[src/hdl/sar_port_pkg.sv]
package sar_port_pkg;

   // ----------------------------------------------------------------
   // widths and buffering
   // ----------------------------------------------------------------
   localparam int RESULT_W   = 16;
   localparam int FIFO_DEPTH = 8;
   localparam int TICK_W     = 9;
   localparam int BIT_W      = 5;

   // ----------------------------------------------------------------
   // clocking
   // ----------------------------------------------------------------
   localparam int CLK_MHZ      = 40;
   localparam int CONVERT_STROBE_N_CLK_DIV = 2;
   localparam int CONVERT_STROBE_N_CLK_MHZ = CLK_MHZ / CONVERT_STROBE_N_CLK_DIV;

   // ----------------------------------------------------------------
   // times in ns, counts in conversion clock ticks
   // ----------------------------------------------------------------
   localparam int CONVERT_STROBE_N_TIME_NS   = 18000;
   localparam int SCLK_HALF_NS   = 410;
   localparam int FIRST_EDGE_NS  = 2000;

   localparam logic [TICK_W-1:0] CONVERT_STROBE_N_TICKS =
      TICK_W'((CONVERT_STROBE_N_TIME_NS * CONVERT_STROBE_N_CLK_MHZ) / 1000);
   localparam logic [TICK_W-1:0] SCLK_HALF_TICKS =
      TICK_W'((SCLK_HALF_NS * CONVERT_STROBE_N_CLK_MHZ) / 1000);
   localparam logic [TICK_W-1:0] SCLK_SHIFT_TICK =
      TICK_W'((SCLK_HALF_NS * CONVERT_STROBE_N_CLK_MHZ) / 2000);
   localparam logic [TICK_W-1:0] FIRST_EDGE_TICKS =
      TICK_W'((FIRST_EDGE_NS * CONVERT_STROBE_N_CLK_MHZ) / 1000);
   localparam logic [BIT_W-1:0]  LAST_BIT = BIT_W'(RESULT_W - 1);
   localparam logic [BIT_W-1:0]  ALL_BITS = BIT_W'(RESULT_W);

   // ----------------------------------------------------------------
   // reset values
   // ----------------------------------------------------------------
   localparam logic [RESULT_W-1:0] RESULT_RST = 16'h0000;
   localparam logic                BUSY_N_RST = 1'b1;

   typedef enum logic [1:0] {
      ST_IDLE,
      ST_CONVERT,
      ST_FINISH
   } convert_strobe_n_state_t;

   typedef struct packed {
      logic data;
      logic data_oe;
      logic busy_n;
      logic busy_n_oe;
      logic sclk;
      logic sclk_oe;
   } pin_out_t;

endpackage : sar_port_pkg

[src/hdl/sar_conversion_port.sv]
`timescale 1ns/1ps

// ------------------------------------------------------------------
// result buffer
// ------------------------------------------------------------------
module result_fifo #(
   parameter int WIDTH = 16,
   parameter int DEPTH = 8
) (
   input  wire logic             ref_clk_i,
   input  wire logic             rst_i,
   input  wire logic             in_valid_i,
   output logic                  in_ready_o,
   input  wire logic [WIDTH-1:0] in_data_i,
   output logic                  out_valid_o,
   input  wire logic             out_ready_i,
   output logic      [WIDTH-1:0] out_data_o
);
   localparam int AW = $clog2(DEPTH);

   logic [WIDTH-1:0] mem [DEPTH];
   logic [AW-1:0]    wr_ptr_r;
   logic [AW-1:0]    rd_ptr_r;
   logic [AW:0]      count_r;
   logic [AW:0]      count_nxt;
   logic             push;
   logic             pop;

   assign push = in_valid_i && in_ready_o;
   assign pop  = out_valid_o && out_ready_i;
   assign out_data_o = mem[rd_ptr_r];

   always_comb begin
      count_nxt = count_r;
      if (push && !pop) begin
         count_nxt = count_r + (AW+1)'(1);
      end else if (pop && !push) begin
         count_nxt = count_r - (AW+1)'(1);
      end
   end

   always_ff @(posedge ref_clk_i) begin
      if (push) begin
         mem[wr_ptr_r] <= in_data_i;
      end
   end

   always_ff @(posedge ref_clk_i) begin
      if (rst_i) begin
         wr_ptr_r <= '0;
         rd_ptr_r <= '0;
      end else begin
         if (push) begin
            wr_ptr_r <= (wr_ptr_r == AW'(DEPTH-1)) ? '0 : wr_ptr_r + AW'(1);
         end
         if (pop) begin
            rd_ptr_r <= (rd_ptr_r == AW'(DEPTH-1)) ? '0 : rd_ptr_r + AW'(1);
         end
      end
   end

   // flags are registered so that ready and valid come straight from flops
   always_ff @(posedge ref_clk_i) begin
      if (rst_i) begin
         count_r     <= '0;
         in_ready_o  <= 1'b1;
         out_valid_o <= 1'b0;
      end else begin
         count_r     <= count_nxt;
         in_ready_o  <= (count_nxt != (AW+1)'(DEPTH));
         out_valid_o <= (count_nxt != '0);
      end
   end

endmodule : result_fifo

// ------------------------------------------------------------------
// conversion control and serial result port
// ------------------------------------------------------------------
module sar_conversion_port
   import sar_port_pkg::*;
(
   input  wire logic                ref_clk_i,
   input  wire logic                rst_i,
   input  wire logic                convert_strobe_n_i,
   input  wire logic                cs_n_i,
   input  wire logic                clock_source_select_i,
   input  wire logic                power_down_request_i,
   input  wire logic                serial_bit_clock_i,
   input  wire logic                result_valid_i,
   input  wire logic [RESULT_W-1:0] result_data_i,
   output logic                     result_ready_o,
   output logic                     sample_hold_o,
   output logic                     low_power_o,
   output logic                     busy_n_o,
   output logic                     busy_n_oe_o,
   output logic                     serial_data_o,
   output logic                     serial_data_oe_o,
   output logic                     serial_bit_clock_o,
   output logic                     serial_bit_clock_oe_o
);

   convert_strobe_n_state_t         state_r;
   logic                strobe_prev_r;
   logic                strobe_fall;
   logic [$clog2(CONVERT_STROBE_N_CLK_DIV)-1:0] div_cnt_r;
   logic                convert_strobe_n_tick;
   logic [TICK_W-1:0]   convert_strobe_n_cnt_r;
   logic                busy_n_r;
   logic                fifo_valid;
   logic                fifo_pop;
   logic [RESULT_W-1:0] fifo_data;
   logic [RESULT_W-1:0] shift_r;
   logic                int_start;
   logic                ser_active_r;
   logic                ser_lead_r;
   logic                sclk_r;
   logic [TICK_W-1:0]   ser_cnt_r;
   logic [BIT_W-1:0]    bit_cnt_r;
   logic                int_shift;
   logic                ext_prev_r;
   logic                ext_rise;
   logic [BIT_W-1:0]    ext_cnt_r;
   pin_out_t            pins_r;

   // ----------------------------------------------------------------
   // strobe edge and conversion clock
   // ----------------------------------------------------------------
   assign strobe_fall = strobe_prev_r && !convert_strobe_n_i;

   always_ff @(posedge ref_clk_i) begin
      if (rst_i) begin
         strobe_prev_r <= 1'b1;
      end else begin
         strobe_prev_r <= convert_strobe_n_i;
      end
   end

   // the divider halts in power-down, so nothing downstream toggles then
   always_ff @(posedge ref_clk_i) begin
      if (rst_i || low_power_o) begin
         div_cnt_r <= '0;
      end else if (div_cnt_r == ($clog2(CONVERT_STROBE_N_CLK_DIV))'(CONVERT_STROBE_N_CLK_DIV-1)) begin
         div_cnt_r <= '0;
      end else begin
         div_cnt_r <= div_cnt_r + ($clog2(CONVERT_STROBE_N_CLK_DIV))'(1);
      end
   end

   assign convert_strobe_n_tick = !low_power_o &&
                      (div_cnt_r == ($clog2(CONVERT_STROBE_N_CLK_DIV))'(CONVERT_STROBE_N_CLK_DIV-1));

   // follows the request directly; the strobe level plays no part
   always_ff @(posedge ref_clk_i) begin
      if (rst_i) begin
         low_power_o <= 1'b0;
      end else begin
         low_power_o <= power_down_request_i;
      end
   end

   // ----------------------------------------------------------------
   // conversion sequence
   // ----------------------------------------------------------------
   assign fifo_pop  = (state_r == ST_FINISH) && fifo_valid;
   assign int_start = (state_r == ST_IDLE) && strobe_fall && !low_power_o
                      && !clock_source_select_i;

   always_ff @(posedge ref_clk_i) begin
      if (rst_i) begin
         state_r    <= ST_IDLE;
         convert_strobe_n_cnt_r <= '0;
      end else begin
         unique case (state_r)
            ST_IDLE: begin
               if (strobe_fall && !low_power_o) begin
                  state_r    <= ST_CONVERT;
                  convert_strobe_n_cnt_r <= '0;
               end
            end
            ST_CONVERT: begin
               // strobe edges are not looked at here
               if (convert_strobe_n_tick) begin
                  if (convert_strobe_n_cnt_r == CONVERT_STROBE_N_TICKS - TICK_W'(1)) begin
                     state_r <= ST_FINISH;
                  end else begin
                     convert_strobe_n_cnt_r <= convert_strobe_n_cnt_r + TICK_W'(1);
                  end
               end
            end
            ST_FINISH: begin
               // waits for the converter core's word; stalls if none queued
               if (fifo_valid) begin
                  state_r <= ST_IDLE;
               end
            end
         endcase
      end
   end

   always_ff @(posedge ref_clk_i) begin
      if (rst_i) begin
         busy_n_r <= BUSY_N_RST;
      end else if (state_r == ST_IDLE && strobe_fall && !low_power_o) begin
         busy_n_r <= 1'b0;
      end else if (fifo_pop) begin
         busy_n_r <= 1'b1;
      end
   end

   always_ff @(posedge ref_clk_i) begin
      if (rst_i) begin
         sample_hold_o <= 1'b0;
      end else begin
         sample_hold_o <= (state_r == ST_IDLE && strobe_fall && !low_power_o)
                          || (state_r != ST_IDLE && !fifo_pop);
      end
   end

   result_fifo #(
      .WIDTH (RESULT_W),
      .DEPTH (FIFO_DEPTH)
   ) u_result_fifo (
      .ref_clk_i   (ref_clk_i),
      .rst_i       (rst_i),
      .in_valid_i  (result_valid_i),
      .in_ready_o  (result_ready_o),
      .in_data_i   (result_data_i),
      .out_valid_o (fifo_valid),
      .out_ready_i (state_r == ST_FINISH),
      .out_data_o  (fifo_data)
   );

   // ----------------------------------------------------------------
   // internal serial bit clock
   // ----------------------------------------------------------------
   // whole transfer fits inside the conversion, so busy frames it
   assign int_shift = ser_active_r && !ser_lead_r && !sclk_r && convert_strobe_n_tick
                      && (ser_cnt_r == SCLK_SHIFT_TICK - TICK_W'(1));

   always_ff @(posedge ref_clk_i) begin
      if (rst_i) begin
         ser_active_r <= 1'b0;
         ser_lead_r   <= 1'b0;
         sclk_r       <= 1'b0;
         ser_cnt_r    <= '0;
         bit_cnt_r    <= '0;
      end else if (int_start) begin
         ser_active_r <= 1'b1;
         ser_lead_r   <= 1'b1;
         sclk_r       <= 1'b0;
         ser_cnt_r    <= '0;
         bit_cnt_r    <= '0;
      end else if (clock_source_select_i) begin
         ser_active_r <= 1'b0;
         sclk_r       <= 1'b0;
      end else if (ser_active_r && convert_strobe_n_tick) begin
         ser_cnt_r <= ser_cnt_r + TICK_W'(1);
         if (ser_lead_r) begin
            if (ser_cnt_r == FIRST_EDGE_TICKS - TICK_W'(1)) begin
               ser_lead_r <= 1'b0;
               sclk_r     <= 1'b1;
               ser_cnt_r  <= '0;
            end
         end else if (ser_cnt_r == SCLK_HALF_TICKS - TICK_W'(1)) begin
            ser_cnt_r <= '0;
            if (sclk_r) begin
               sclk_r <= 1'b0;
               if (bit_cnt_r == LAST_BIT) begin
                  ser_active_r <= 1'b0;
               end
            end else begin
               sclk_r <= 1'b1;
            end
         end
         if (int_shift) begin
            bit_cnt_r <= bit_cnt_r + BIT_W'(1);
         end
      end
   end

   // ----------------------------------------------------------------
   // external serial bit clock
   // ----------------------------------------------------------------
   // each of the first 16 host rising edges after a result is loaded moves the next bit onto the data pin
   assign ext_rise = clock_source_select_i && serial_bit_clock_i && !ext_prev_r
                     && (ext_cnt_r != ALL_BITS);

   always_ff @(posedge ref_clk_i) begin
      if (rst_i) begin
         ext_prev_r <= 1'b0;
      end else begin
         ext_prev_r <= serial_bit_clock_i;
      end
   end

   always_ff @(posedge ref_clk_i) begin
      if (rst_i || fifo_pop) begin
         ext_cnt_r <= '0;
      end else if (ext_rise) begin
         ext_cnt_r <= ext_cnt_r + BIT_W'(1);
      end
   end

   // ----------------------------------------------------------------
   // output shift register
   // ----------------------------------------------------------------
   always_ff @(posedge ref_clk_i) begin
      if (rst_i) begin
         shift_r <= RESULT_RST;
      end else if (fifo_pop) begin
         shift_r <= fifo_data;
      end else if (int_start) begin
         shift_r <= shift_r;
      end else if (int_shift || ext_rise) begin
         shift_r <= {shift_r[RESULT_W-2:0], 1'b0};
      end
   end

   // ----------------------------------------------------------------
   // pins
   // ----------------------------------------------------------------
   // enables follow chip select, the clock enable also needs the internal clock selected; conversions run regardless
   always_ff @(posedge ref_clk_i) begin
      if (rst_i) begin
         pins_r <= '{data: 1'b0, data_oe: 1'b0, busy_n: BUSY_N_RST,
                     busy_n_oe: 1'b0, sclk: 1'b0, sclk_oe: 1'b0};
      end else begin
         pins_r.data      <= shift_r[RESULT_W-1];
         pins_r.data_oe   <= !cs_n_i;
         pins_r.busy_n    <= busy_n_r;
         pins_r.busy_n_oe <= !cs_n_i;
         pins_r.sclk      <= sclk_r;
         pins_r.sclk_oe   <= !cs_n_i && !clock_source_select_i;
      end
   end

   assign serial_data_o         = pins_r.data;
   assign serial_data_oe_o      = pins_r.data_oe;
   assign busy_n_o              = pins_r.busy_n;
   assign busy_n_oe_o           = pins_r.busy_n_oe;
   assign serial_bit_clock_o    = pins_r.sclk;
   assign serial_bit_clock_oe_o = pins_r.sclk_oe;

endmodule : sar_conversion_port

[config.mk]
export PLATFORM = sky130hd
export DESIGN_NAME = sar_conversion_port
export DESIGN_NICKNAME = d
export VERILOG_FILES = /design/src/hdl/sar_port_pkg.sv /design/src/hdl/sar_conversion_port.sv
export SDC_FILE = /design/constraint.sdc
export NUM_CORES = 1
export LEC_CHECK = 0
export BUFFER_PORTS_ARGS = -buffer_cell sky130_fd_sc_hd__buf_2
export CAP_MARGIN = 40
export CORE_ASPECT_RATIO = 0.9
export CORE_UTILIZATION = 35
export CTS_BUF_LIST = sky130_fd_sc_hd__clkbuf_8
export DETAILED_ROUTE_END_ITERATION = 10
export GPL_ROUTABILITY_DRIVEN = 0
export PLACE_DENSITY = 0.56
export SLEW_MARGIN = 20
export SYNTH_ARGS = -nofsm -noshare
export SYNTH_HDL_FRONTEND = slang
export SYNTH_HIERARCHICAL = 1
export SYNTH_SLANG_ARGS = --single-unit
[constraint.sdc]
create_clock -name ref_clk_i -period 3.6 [get_ports ref_clk_i]
set_input_delay 0.72 -clock ref_clk_i [delete_from_list [all_inputs] [get_ports ref_clk_i]]
set_output_delay 0.72 -clock ref_clk_i [all_outputs]
set_load 0.02 [all_outputs]
==> results_dict.tcl, run 1 <==
set metrics [dict create \
    status "complete, no violations" \
    yosys.area_share.simple_pct 11.0 \
    fin_area_mm2 0.00975 \
    synthXorXnorAreaFrac_pct 1.43 \
    die_h_um 150 \
    path_class "reg2reg" \
    grt_pass1_wl_um 28100 \
    synth-edff-count 128 \
    ys_ff_latch 203 \
    r2r-end "shift_r[1]" \
    yosysTopAreaCellShare_pct 45.0 \
    synth_cells 616 \
    port_buffers 32 \
    syn_area_mm2 0.00855 \
    worst_pin_slew_ns 0.673 \
    slew_headroom_pct 55.1 \
    hpwlAfterDp_um 10700 \
    drt-initial-drc-count 291 \
    min_period_ns 2.41 \
    num_antenna_cells 0 \
    antenna_found_initial 0 \
    drc 0 \
    post_cts_buffers 0 \
    drtPass1Iterations 4 \
    seq_area_frac_synth_pct 62.5 \
    ff2ff_setup_slack_ns 1.19 \
    synth-compound-area-share_pct 9.13 \
    ys_warn_count 6 \
    numClockSinks 203 \
    path_clk_slew_ns 0.06 \
    worstPathMaxFanout 17 \
    r2r_start "state_r[1]" \
    via_per_inst 5.31 \
    leakagePower_uw 0.00324 \
    io_pins 33 \
    fin_cells 988 \
    wl_per_cell_um 17.7 \
    row_count 53 \
    required_ns 3.95 \
    placed_area_mm2 0.00907 \
    crit_path_start_kind "flip-flop" \
    tns_ns 0 \
    dieArea_mm2 0.0251 \
    die_w_um 167 \
    arrival_ns 2.76 \
    cts_tree "done" \
    start_util_pct 36.1 \
    grt_usage_pct 14.5 \
    grt_max_degree 44 \
    avgSynthCellArea_um2 13.9 \
    critPathCaptureType "flip-flop" \
    ys_top_cells_by_area "edfxtp_1, dfxtp_1, mux4_2, mux2_2, ha_1" \
    clk_path_buf_depth 3 \
    vias 5242 \
    slew_viol_final 0 \
    grt_pass1_vias 5364 \
    clk_latency_ns 0.53 \
    hold_path_depth 2 \
    totalWireLength_um 17400 \
    ctsResizeCount 0 \
    holdWs_ns 0.376 \
    cts_hold_buf 0 \
    dp_cells 928 \
    maxCapViolations 0 \
    r2r_cells 7 \
    cts_buffers 34 \
    fmax_mhz 414 \
    core_area_mm2 0.0237 \
    synth-async-reset-ratio_pct 0 \
    synth_top_family_by_area "multiplexers" \
    yosys.area.top_type "edfxtp_1" \
    synth_nets 655 \
    hp-start "cs_n_i" \
    synth_flop_cell "edfxtp_1" \
    synth_fa_ha_area_share_pct 2.20 \
    peakVddDrop_uv 296 \
    hp-class "in2reg" \
    muxShareOfSynthArea_pct 11.0 \
    fin_crit_sh_pct 67.1 \
    rsz0062_at_grt "no" \
    ant_nets 0 \
    root_buffer "clkbuf_8" \
    setup_viol 0 \
    h-tree-depth 2 \
    p_per_area_mw_per_mm2 547 \
    min_to "busy_n_oe_o" \
    area_growth_pct 14.0 \
    gr-total-overflow 0 \
    drive_above_1_share_pct 23.8 \
    synth_cell_type_count 66 \
    fin_skew_ns 0.0376 \
    finalHoldViolations 0 \
    fin_nets 702 \
]
logic make-up after synthesis:
group	after synthesis
buf+inv	53
mux	52
compound gates	111
simple gates	168
flops	203
fa+ha+maj	15
xor+xnor	14
worst max-delay path, stage by stage (launching register included):
cell	delay (ns)
dfxtp_1	0.32
inv_1	0.09
ha_1	0.32
nand4bb_1	0.49
nor2_1	0.23
buf_4	0.24
a21o_1	0.44
a211oi_1	0.14
worst max path at each step:
stage / startpoint / end / slack (ns)
2_1_floorplan: result_valid_i / u_result_fifo/mem[0][0] / 0.60
3_3_place_gp: convert_strobe_n_i / shift_r[6] / 1.12
3_5_place_dp: convert_strobe_n_i / shift_r[10] / 1.03
4_1_cts: ser_cnt_r[0] / shift_r[14] / 1.18
5_1_grt: ser_cnt_r[0] / shift_r[14] / 0.86
6_report: state_r[1] / shift_r[1] / 1.19
layout make-up:
class	instances	area [µm²]
Clock inverter	19	113
Clock buffer	40	551
Multi-Input combinational cell	360	3000
Sequential cell	203	5350
Fill cell	2151	13900
Inverter	15	56.3
Tap cell	302	378
Timing Repair Buffer	49	303
registers in the layout (all words and copies together) (netlist names), 2 cells and up, named ones only:
register and flops:
u_result_fifo/rd_ptr_r 3, ser_cnt_r 9, state_r 2, u_result_fifo/count_r 4
u_result_fifo/mem 128, convert_strobe_n_cnt_r 9, ext_cnt_r 5, shift_r 16
u_result_fifo/wr_ptr_r 3, bit_cnt_r 5
per-stage QoR:
stage / setup slack (ns) / power, µW / utilization, %
floorplan: 0.602 / 3210 / -
global placement: 1.12 / 3360 / 38.2
detailed placement: 1.03 / 3390 / 38.3
CTS: 1.18 / 5390 / 41.1
global route: 0.864 / 5580 / 41.2
finish: 1.19 / 5330 / 41.2
placed cells by master (no fill, tap or decap), types with 5 or more instances in the layout:
master,n
o211ai_1,5
a2111oi_0,15
ha_1,15
buf_2,32
and3_1,5
nand3_1,20
or3_1,5
mux2_2,18
inv_1,23
nor3_1,16
nor2b_1,5
nor2_1,41
xnor2_1,8
xor2_1,6
or4_1,6
edfxtp_1,128
a211oi_1,19
clkbuf_8,40
dfxtp_1,74
clkinv_1,6
o21ai_0,20
mux4_2,32
a21oi_1,19
buf_4,15
nand2_1,25
nand4_1,7
report_power, final:
group | leakage (µW) | total [µW] | switching (µW) | internal, µW
clock | 0.000372 | 1980 | 895 | 1090
sequential | 0.00177 | 2660 | 77.3 | 2580
combinational | 0.00109 | 687 | 411 | 277
synthesized netlist by cell type (3+ instances only):
master	number
nand4_1	7
o21a_1	4
nor4_1	3
or2_2	3
a2111oi_0	15
o211ai_1	5
edfxtp_1	128
a21oi_1	19
nand2_1	25
and3_1	5
nor3b_1	3
buf_1	5
mux2_2	18
mux4_2	32
nor2_1	41
a21o_1	3
dfxtp_1	75
o21ai_0	20
buf_4	5
nand4bb_1	4
xnor2_1	8
or3_1	5
or4_1	6
o31ai_1	3
nor3_1	20
nand3_1	20
clkbuf_1	24
inv_1	15
a211oi_1	19
xor2_1	6
nand2b_1	4
ha_1	15
nor2b_1	5
buf_2	3
layer usage:
metal | vias up | wire [µm] | global-route usage [%] | part of all wire (%)
met5 | - | 0 | 0 | 0
met4 | 0 | 530 | 6.25 | 3.0
met3 | 39 | 752 | 3.05 | 4.3
met2 | 120 | 8350 | 24.7 | 48
met1 | 2570 | 7810 | 17.8 | 45
li1 | 2513 | - | - | -
Power figures use the tool's default switching activity.
==> run 2: changes to the inputs <==
- PLACE_DENSITY: 0.56 -> 0.58
- clock period: 3.6 -> 2 ns (I/O delays scaled with it)
==> results_dict.tcl, run 2 (synthesis results as in run 1) <==
set metrics [dict create \
    rsz0062_at_grt "yes" \
    clk_latency_ns 0.56 \
    wl_per_cell_um 17.3 \
    peakVddDrop_uv 539 \
    cts_buffers 31 \
    critPathCaptureType "flip-flop" \
    grt_pass1_vias 5355 \
    top_register "u_result_fifo/mem" \
    maxCapViolations 0 \
    dieArea_mm2 0.0251 \
    grt_pass1_wl_um 28100 \
    drc 0 \
    tns_ns 0 \
    mostFrequentLayoutCell "edfxtp_1" \
    grt_max_degree 44 \
    io_pins 33 \
    grtUsageMet3_pct 3.00 \
    h-tree-depth 1 \
    clk_path_buf_depth 3 \
    endpoint "convert_strobe_n_cnt_r[4]" \
    setup_viol 0 \
    setup_slack_ns 0.110 \
    core_area_mm2 0.0237 \
    area_growth_pct 16.7 \
    path_clk_slew_ns 0.06 \
    drtPass1Iterations 5 \
    via_per_inst 5.25 \
    met2_usage_pct 24.7 \
    grt_use_met1_pct 18.2 \
    start_util_pct 36.1 \
    p_per_area_mw_per_mm2 932 \
    path_class "reg2reg" \
    fin_crit_sh_pct 94.5 \
    grt_usage_pct 14.3 \
    gr-total-overflow 0 \
    fin_skew_ns 0.0152 \
    arrival_ns 2.35 \
    num_antenna_cells 0 \
    required_ns 2.46 \
    ant_nets 0 \
    hpwlAfterDp_um 10700 \
    cts_tree "done" \
    root_buffer "clkbuf_8" \
    r2r_cells 4 \
    port_buffers 32 \
    row_count 53 \
    status "complete, no violations" \
    min_period_ns 1.89 \
    slew_viol_final 0 \
    vias 5307 \
    reg.largest.list "u_result_fifo/mem (128), shift_r (16)" \
    leakagePower_uw 0.00335 \
    drive_above_1_share_pct 26.2 \
    fmax_mhz 529 \
    worstPathMaxFanout 9 \
    r2r_start "low_power_o" \
    finalHoldViolations 0 \
    cp-startpoint "low_power_o" \
    fin_nets 723 \
    crit_path_start_kind "flip-flop" \
    hp-class "in2reg" \
    slew_headroom_pct 68.7 \
    largest_reg_flops 128 \
    post_cts_buffers 0 \
    busiest_layer "met2" \
    numClockSinks 203 \
    totalWireLength_um 17500 \
    drt-initial-drc-count 372 \
    worst_pin_slew_ns 0.457 \
    antenna_found_initial 0 \
    final_cell_mix "edfxtp_1, dfxtp_1, nor2_1, clkbuf_8" \
    die_w_um 167 \
    pre_cts_ws_ns -0.00414 \
    ff2ff_setup_slack_ns 0.11 \
    die_h_um 150 \
    r2r-end "convert_strobe_n_cnt_r[4]" \
]
[run 2: final cells by class]
class,instances,area (µm²)
clock buffer,34,468
clock inverter,24,100
fill,2144,13700
inverter,15,56.3
multi-input combinational,360,3030
sequential,203,5350
tap,302,378
timing repair buffer,73,596
[run 2: report_power, final]
part / switching, µW / internal (µW) / total (µW)
Sequential: 125 / 4650 / 4770
Clock: 1550 / 1560 / 3110
Combinational: 777 / 634 / 1410
Total: 2450 / 6840 / 9300
[run 2: how the worst min path moves through the flow]
stage	depth (start not counted)	endpoint	from
2_1_floorplan	1	busy_n_o	busy_n_r
3_3_place_gp	1	busy_n_o	busy_n_r
3_5_place_dp	1	busy_n_o	busy_n_r
4_1_cts	2	low_power_o	power_down_request_i
5_1_grt	2	low_power_o	power_down_request_i
6_report	2	low_power_o	power_down_request_i
[run 2: layer usage]
layer | wire length [µm] | vias up
met5 | 0 | -
met4 | 321 | 0
met3 | 768 | 34
met2 | 8500 | 105
met1 | 7880 | 2619
li1 | - | 2549
[run 2: timing repair]
action,CTS,global route
gates resized for setup,0,8
hold endpoints to repair,2,0
hold buffers,1,0
endpoints found under the setup margin,0,20
[run 2: worst max-delay path, cell delays in order (launching register included)]
cell and delay [ns]:
dfxtp_1 0.38, or3b_4 0.45, a22o_2 0.34, or3_1 0.37, o41ai_1 0.24
[run 2: through the flow]
step,power [µW],hold slack [ns],util (%),instances,cell area [µm²]
after detailed placement,6260,0.441,39.6,952,9380
after floorplan,5780,0.411,-,616,8560
after CTS,9410,0.0156,42.0,1011,9950
after global placement,6200,0.446,39.6,952,9380
final,9300,0.0450,42.1,1011,9970
after global routing,9750,0.0420,42.1,1011,9970
==> run 3: changes to the inputs <==
--- a/config.mk
+++ b/config.mk
@@ -10,3 +10,3 @@
 export CORE_ASPECT_RATIO = 0.9
-export CORE_UTILIZATION = 35
+export CORE_UTILIZATION = 34
 export CTS_BUF_LIST = sky130_fd_sc_hd__clkbuf_8
@@ -14,3 +14,3 @@
 export GPL_ROUTABILITY_DRIVEN = 0
-export PLACE_DENSITY = 0.58
+export PLACE_DENSITY = 0.57
 export SLEW_MARGIN = 20
--- a/constraint.sdc
+++ b/constraint.sdc
@@ -3,2 +3,2 @@
 set_output_delay 0.4 -clock ref_clk_i [all_outputs]
-set_load 0.02 [all_outputs]
+set_load 0.01 [all_outputs]
==> results_dict.tcl, run 3 (synthesis results as in run 1) <==
set metrics [dict create \
    r2r_start "state_r[1]" \
    setup_slack_ns 0.117 \
    slew_viol_final 0 \
    grt_max_degree 44 \
    tns_ns 0 \
    crit_path_start_kind "flip-flop" \
    path_class "reg2reg" \
    top_layer_used "met5" \
    start_util_pct 35.0 \
    cts_buffers 34 \
    hp-start "cs_n_i" \
    grt_pass1_wl_um 28600 \
    path_clk_slew_ns 0.06 \
    min_to "busy_n_oe_o" \
    fmax_mhz 531 \
    core_area_mm2 0.0245 \
    antenna_found_initial 1 \
    hold_path_depth 2 \
    required_ns 2.44 \
    gr-total-overflow 0 \
    drc 0 \
    fin_nets 723 \
    multiInputGateArea_mm2 0.00304 \
    peakVddDrop_uv 583 \
    worst_pin_slew_ns 0.423 \
    status "complete, no violations" \
    area_growth_pct 17.7 \
    drive_above_1_share_pct 25.8 \
    leakagePower_uw 0.00336 \
    clk_path_buf_depth 3 \
    pre_cts_ws_ns -0.0208 \
    clk_latency_ns 0.52 \
    slew_headroom_pct 71.1 \
    maxCapViolations 0 \
    ff2ff_setup_slack_ns 0.12 \
    hpwlAfterDp_um 10800 \
    port_buffers 32 \
    drt-initial-drc-count 434 \
    wl_per_cell_um 17.0 \
    die_w_um 169 \
    power_uw 9560 \
    die_h_um 152 \
    wl_met1_um 7790 \
    wl_met2_um 8450 \
    ant_nets 0 \
    worstPathMaxFanout 9 \
    hp-class "in2reg" \
    grt_pass1_vias 5444 \
    critPathCaptureType "flip-flop" \
    grt_usage_pct 14.2 \
    top_register "u_result_fifo/mem" \
    drtPass1Iterations 5 \
    numClockSinks 203 \
    cts_tree "done" \
    wl_met3_um 961 \
    totalWireLength_um 17700 \
    finalHoldViolations 0 \
    largest_reg_flops 128 \
    setup_viol 0 \
    num_antenna_cells 0 \
    cts_hold_buf 0 \
    h-tree-depth 2 \
    via_per_inst 5.10 \
    arrival_ns 2.32 \
    mostFrequentLayoutCell "edfxtp_1" \
    dieArea_mm2 0.0258 \
    r2r-end "convert_strobe_n_cnt_r[6]" \
    rsz0062_at_grt "no" \
    min_period_ns 1.88 \
    fin_crit_sh_pct 94.2 \
    vias 5322 \
    root_buffer "clkbuf_8" \
    row_count 54 \
    p_per_area_mw_per_mm2 950 \
    r2r_cells 6 \
    final_cell_mix "edfxtp_1, dfxtp_1, nor2_1, clkbuf_8" \
    nFillCells 2303 \
    fin_skew_ns 0.0233 \
    final_core_util_pct 41.1 \
    reg.largest.list "u_result_fifo/mem (128), shift_r (16)" \
    regArea_mm2 0.00535 \
    io_pins 33 \
]
## run 3: cell count changes in the layout (fill, tap and decap cells not counted), sizes merged
cell	change
bufinv	+1
inv	-1
buf	-2
clkinv	+1
dlygate4sd3	-1
clkbuf	+1
## run 3: worst max-delay path by stage
stage	start	end	slack (ns)	depth (start not counted)
after floorplan	u_result_fifo/in_ready_o	u_result_fifo/mem[2][0]	-0.29	3
after global placement	convert_strobe_n_i	convert_strobe_n_cnt_r[6]	0.002	5
after detailed placement	convert_strobe_n_i	convert_strobe_n_cnt_r[6]	-0.02	5
after CTS	state_r[0]	shift_r[3]	0.03	7
after global routing	state_r[0]	shift_r[15]	0.02	7
final	state_r[1]	convert_strobe_n_cnt_r[6]	0.12	6
## run 3: where the power goes
group / switching (µW) / internal [µW] / leakage (µW)
registers: 125 / 4650 / 0.00177
logic: 772 / 621 / 0.00122
clock network: 1640 / 1760 / 0.000366
## run 3: critical path, cell delays in order, from the launching register on
cell and delay, ns:
dfxtp_1 0.36, inv_1 0.07, ha_2 0.24, buf_4 0.17
a22o_1 0.30, or4_1 0.50, a31oi_1 0.17
## run 3: cell type report
| type | count | area share (%) |
|---|---|---|
| flip-flops and latches | 203 | 53.1 |
| multi-input cells | 360 | 30.2 |
| repair buffers | 70 | 5.79 |
| clock buffers | 35 | 4.79 |
| well taps | 336 | 4.18 |
| clock inverters | 25 | 1.33 |
| inverters | 15 | 0.559 |
## run 3: per-stage QoR
step / instances / area, µm² / hold WS (ns)
after floorplan: 616 / 8560 / 0.411
after global placement: 983 / 9410 / 0.443
after detailed placement: 983 / 9410 / 0.443
after CTS: 1043 / 10000 / 0.0133
after global routing: 1044 / 10100 / 0.0197
final: 1044 / 10100 / 0.0489
## run 3: routing by layer
metal / vias to the layer above / track usage (%)
li1: 2547 / -
met4: 2 / 5.36
met1: 2581 / 17.8
met2: 144 / 23.6
met5: - / 0
met3: 48 / 3.61
## run 3: timing repair
item | 4_1_cts | 5_1_grt
endpoints found under the setup margin | 0 | 22
hold endpoints to repair | 0 | 0
gates resized for setup | 0 | 9
setup buffers | 0 | 1
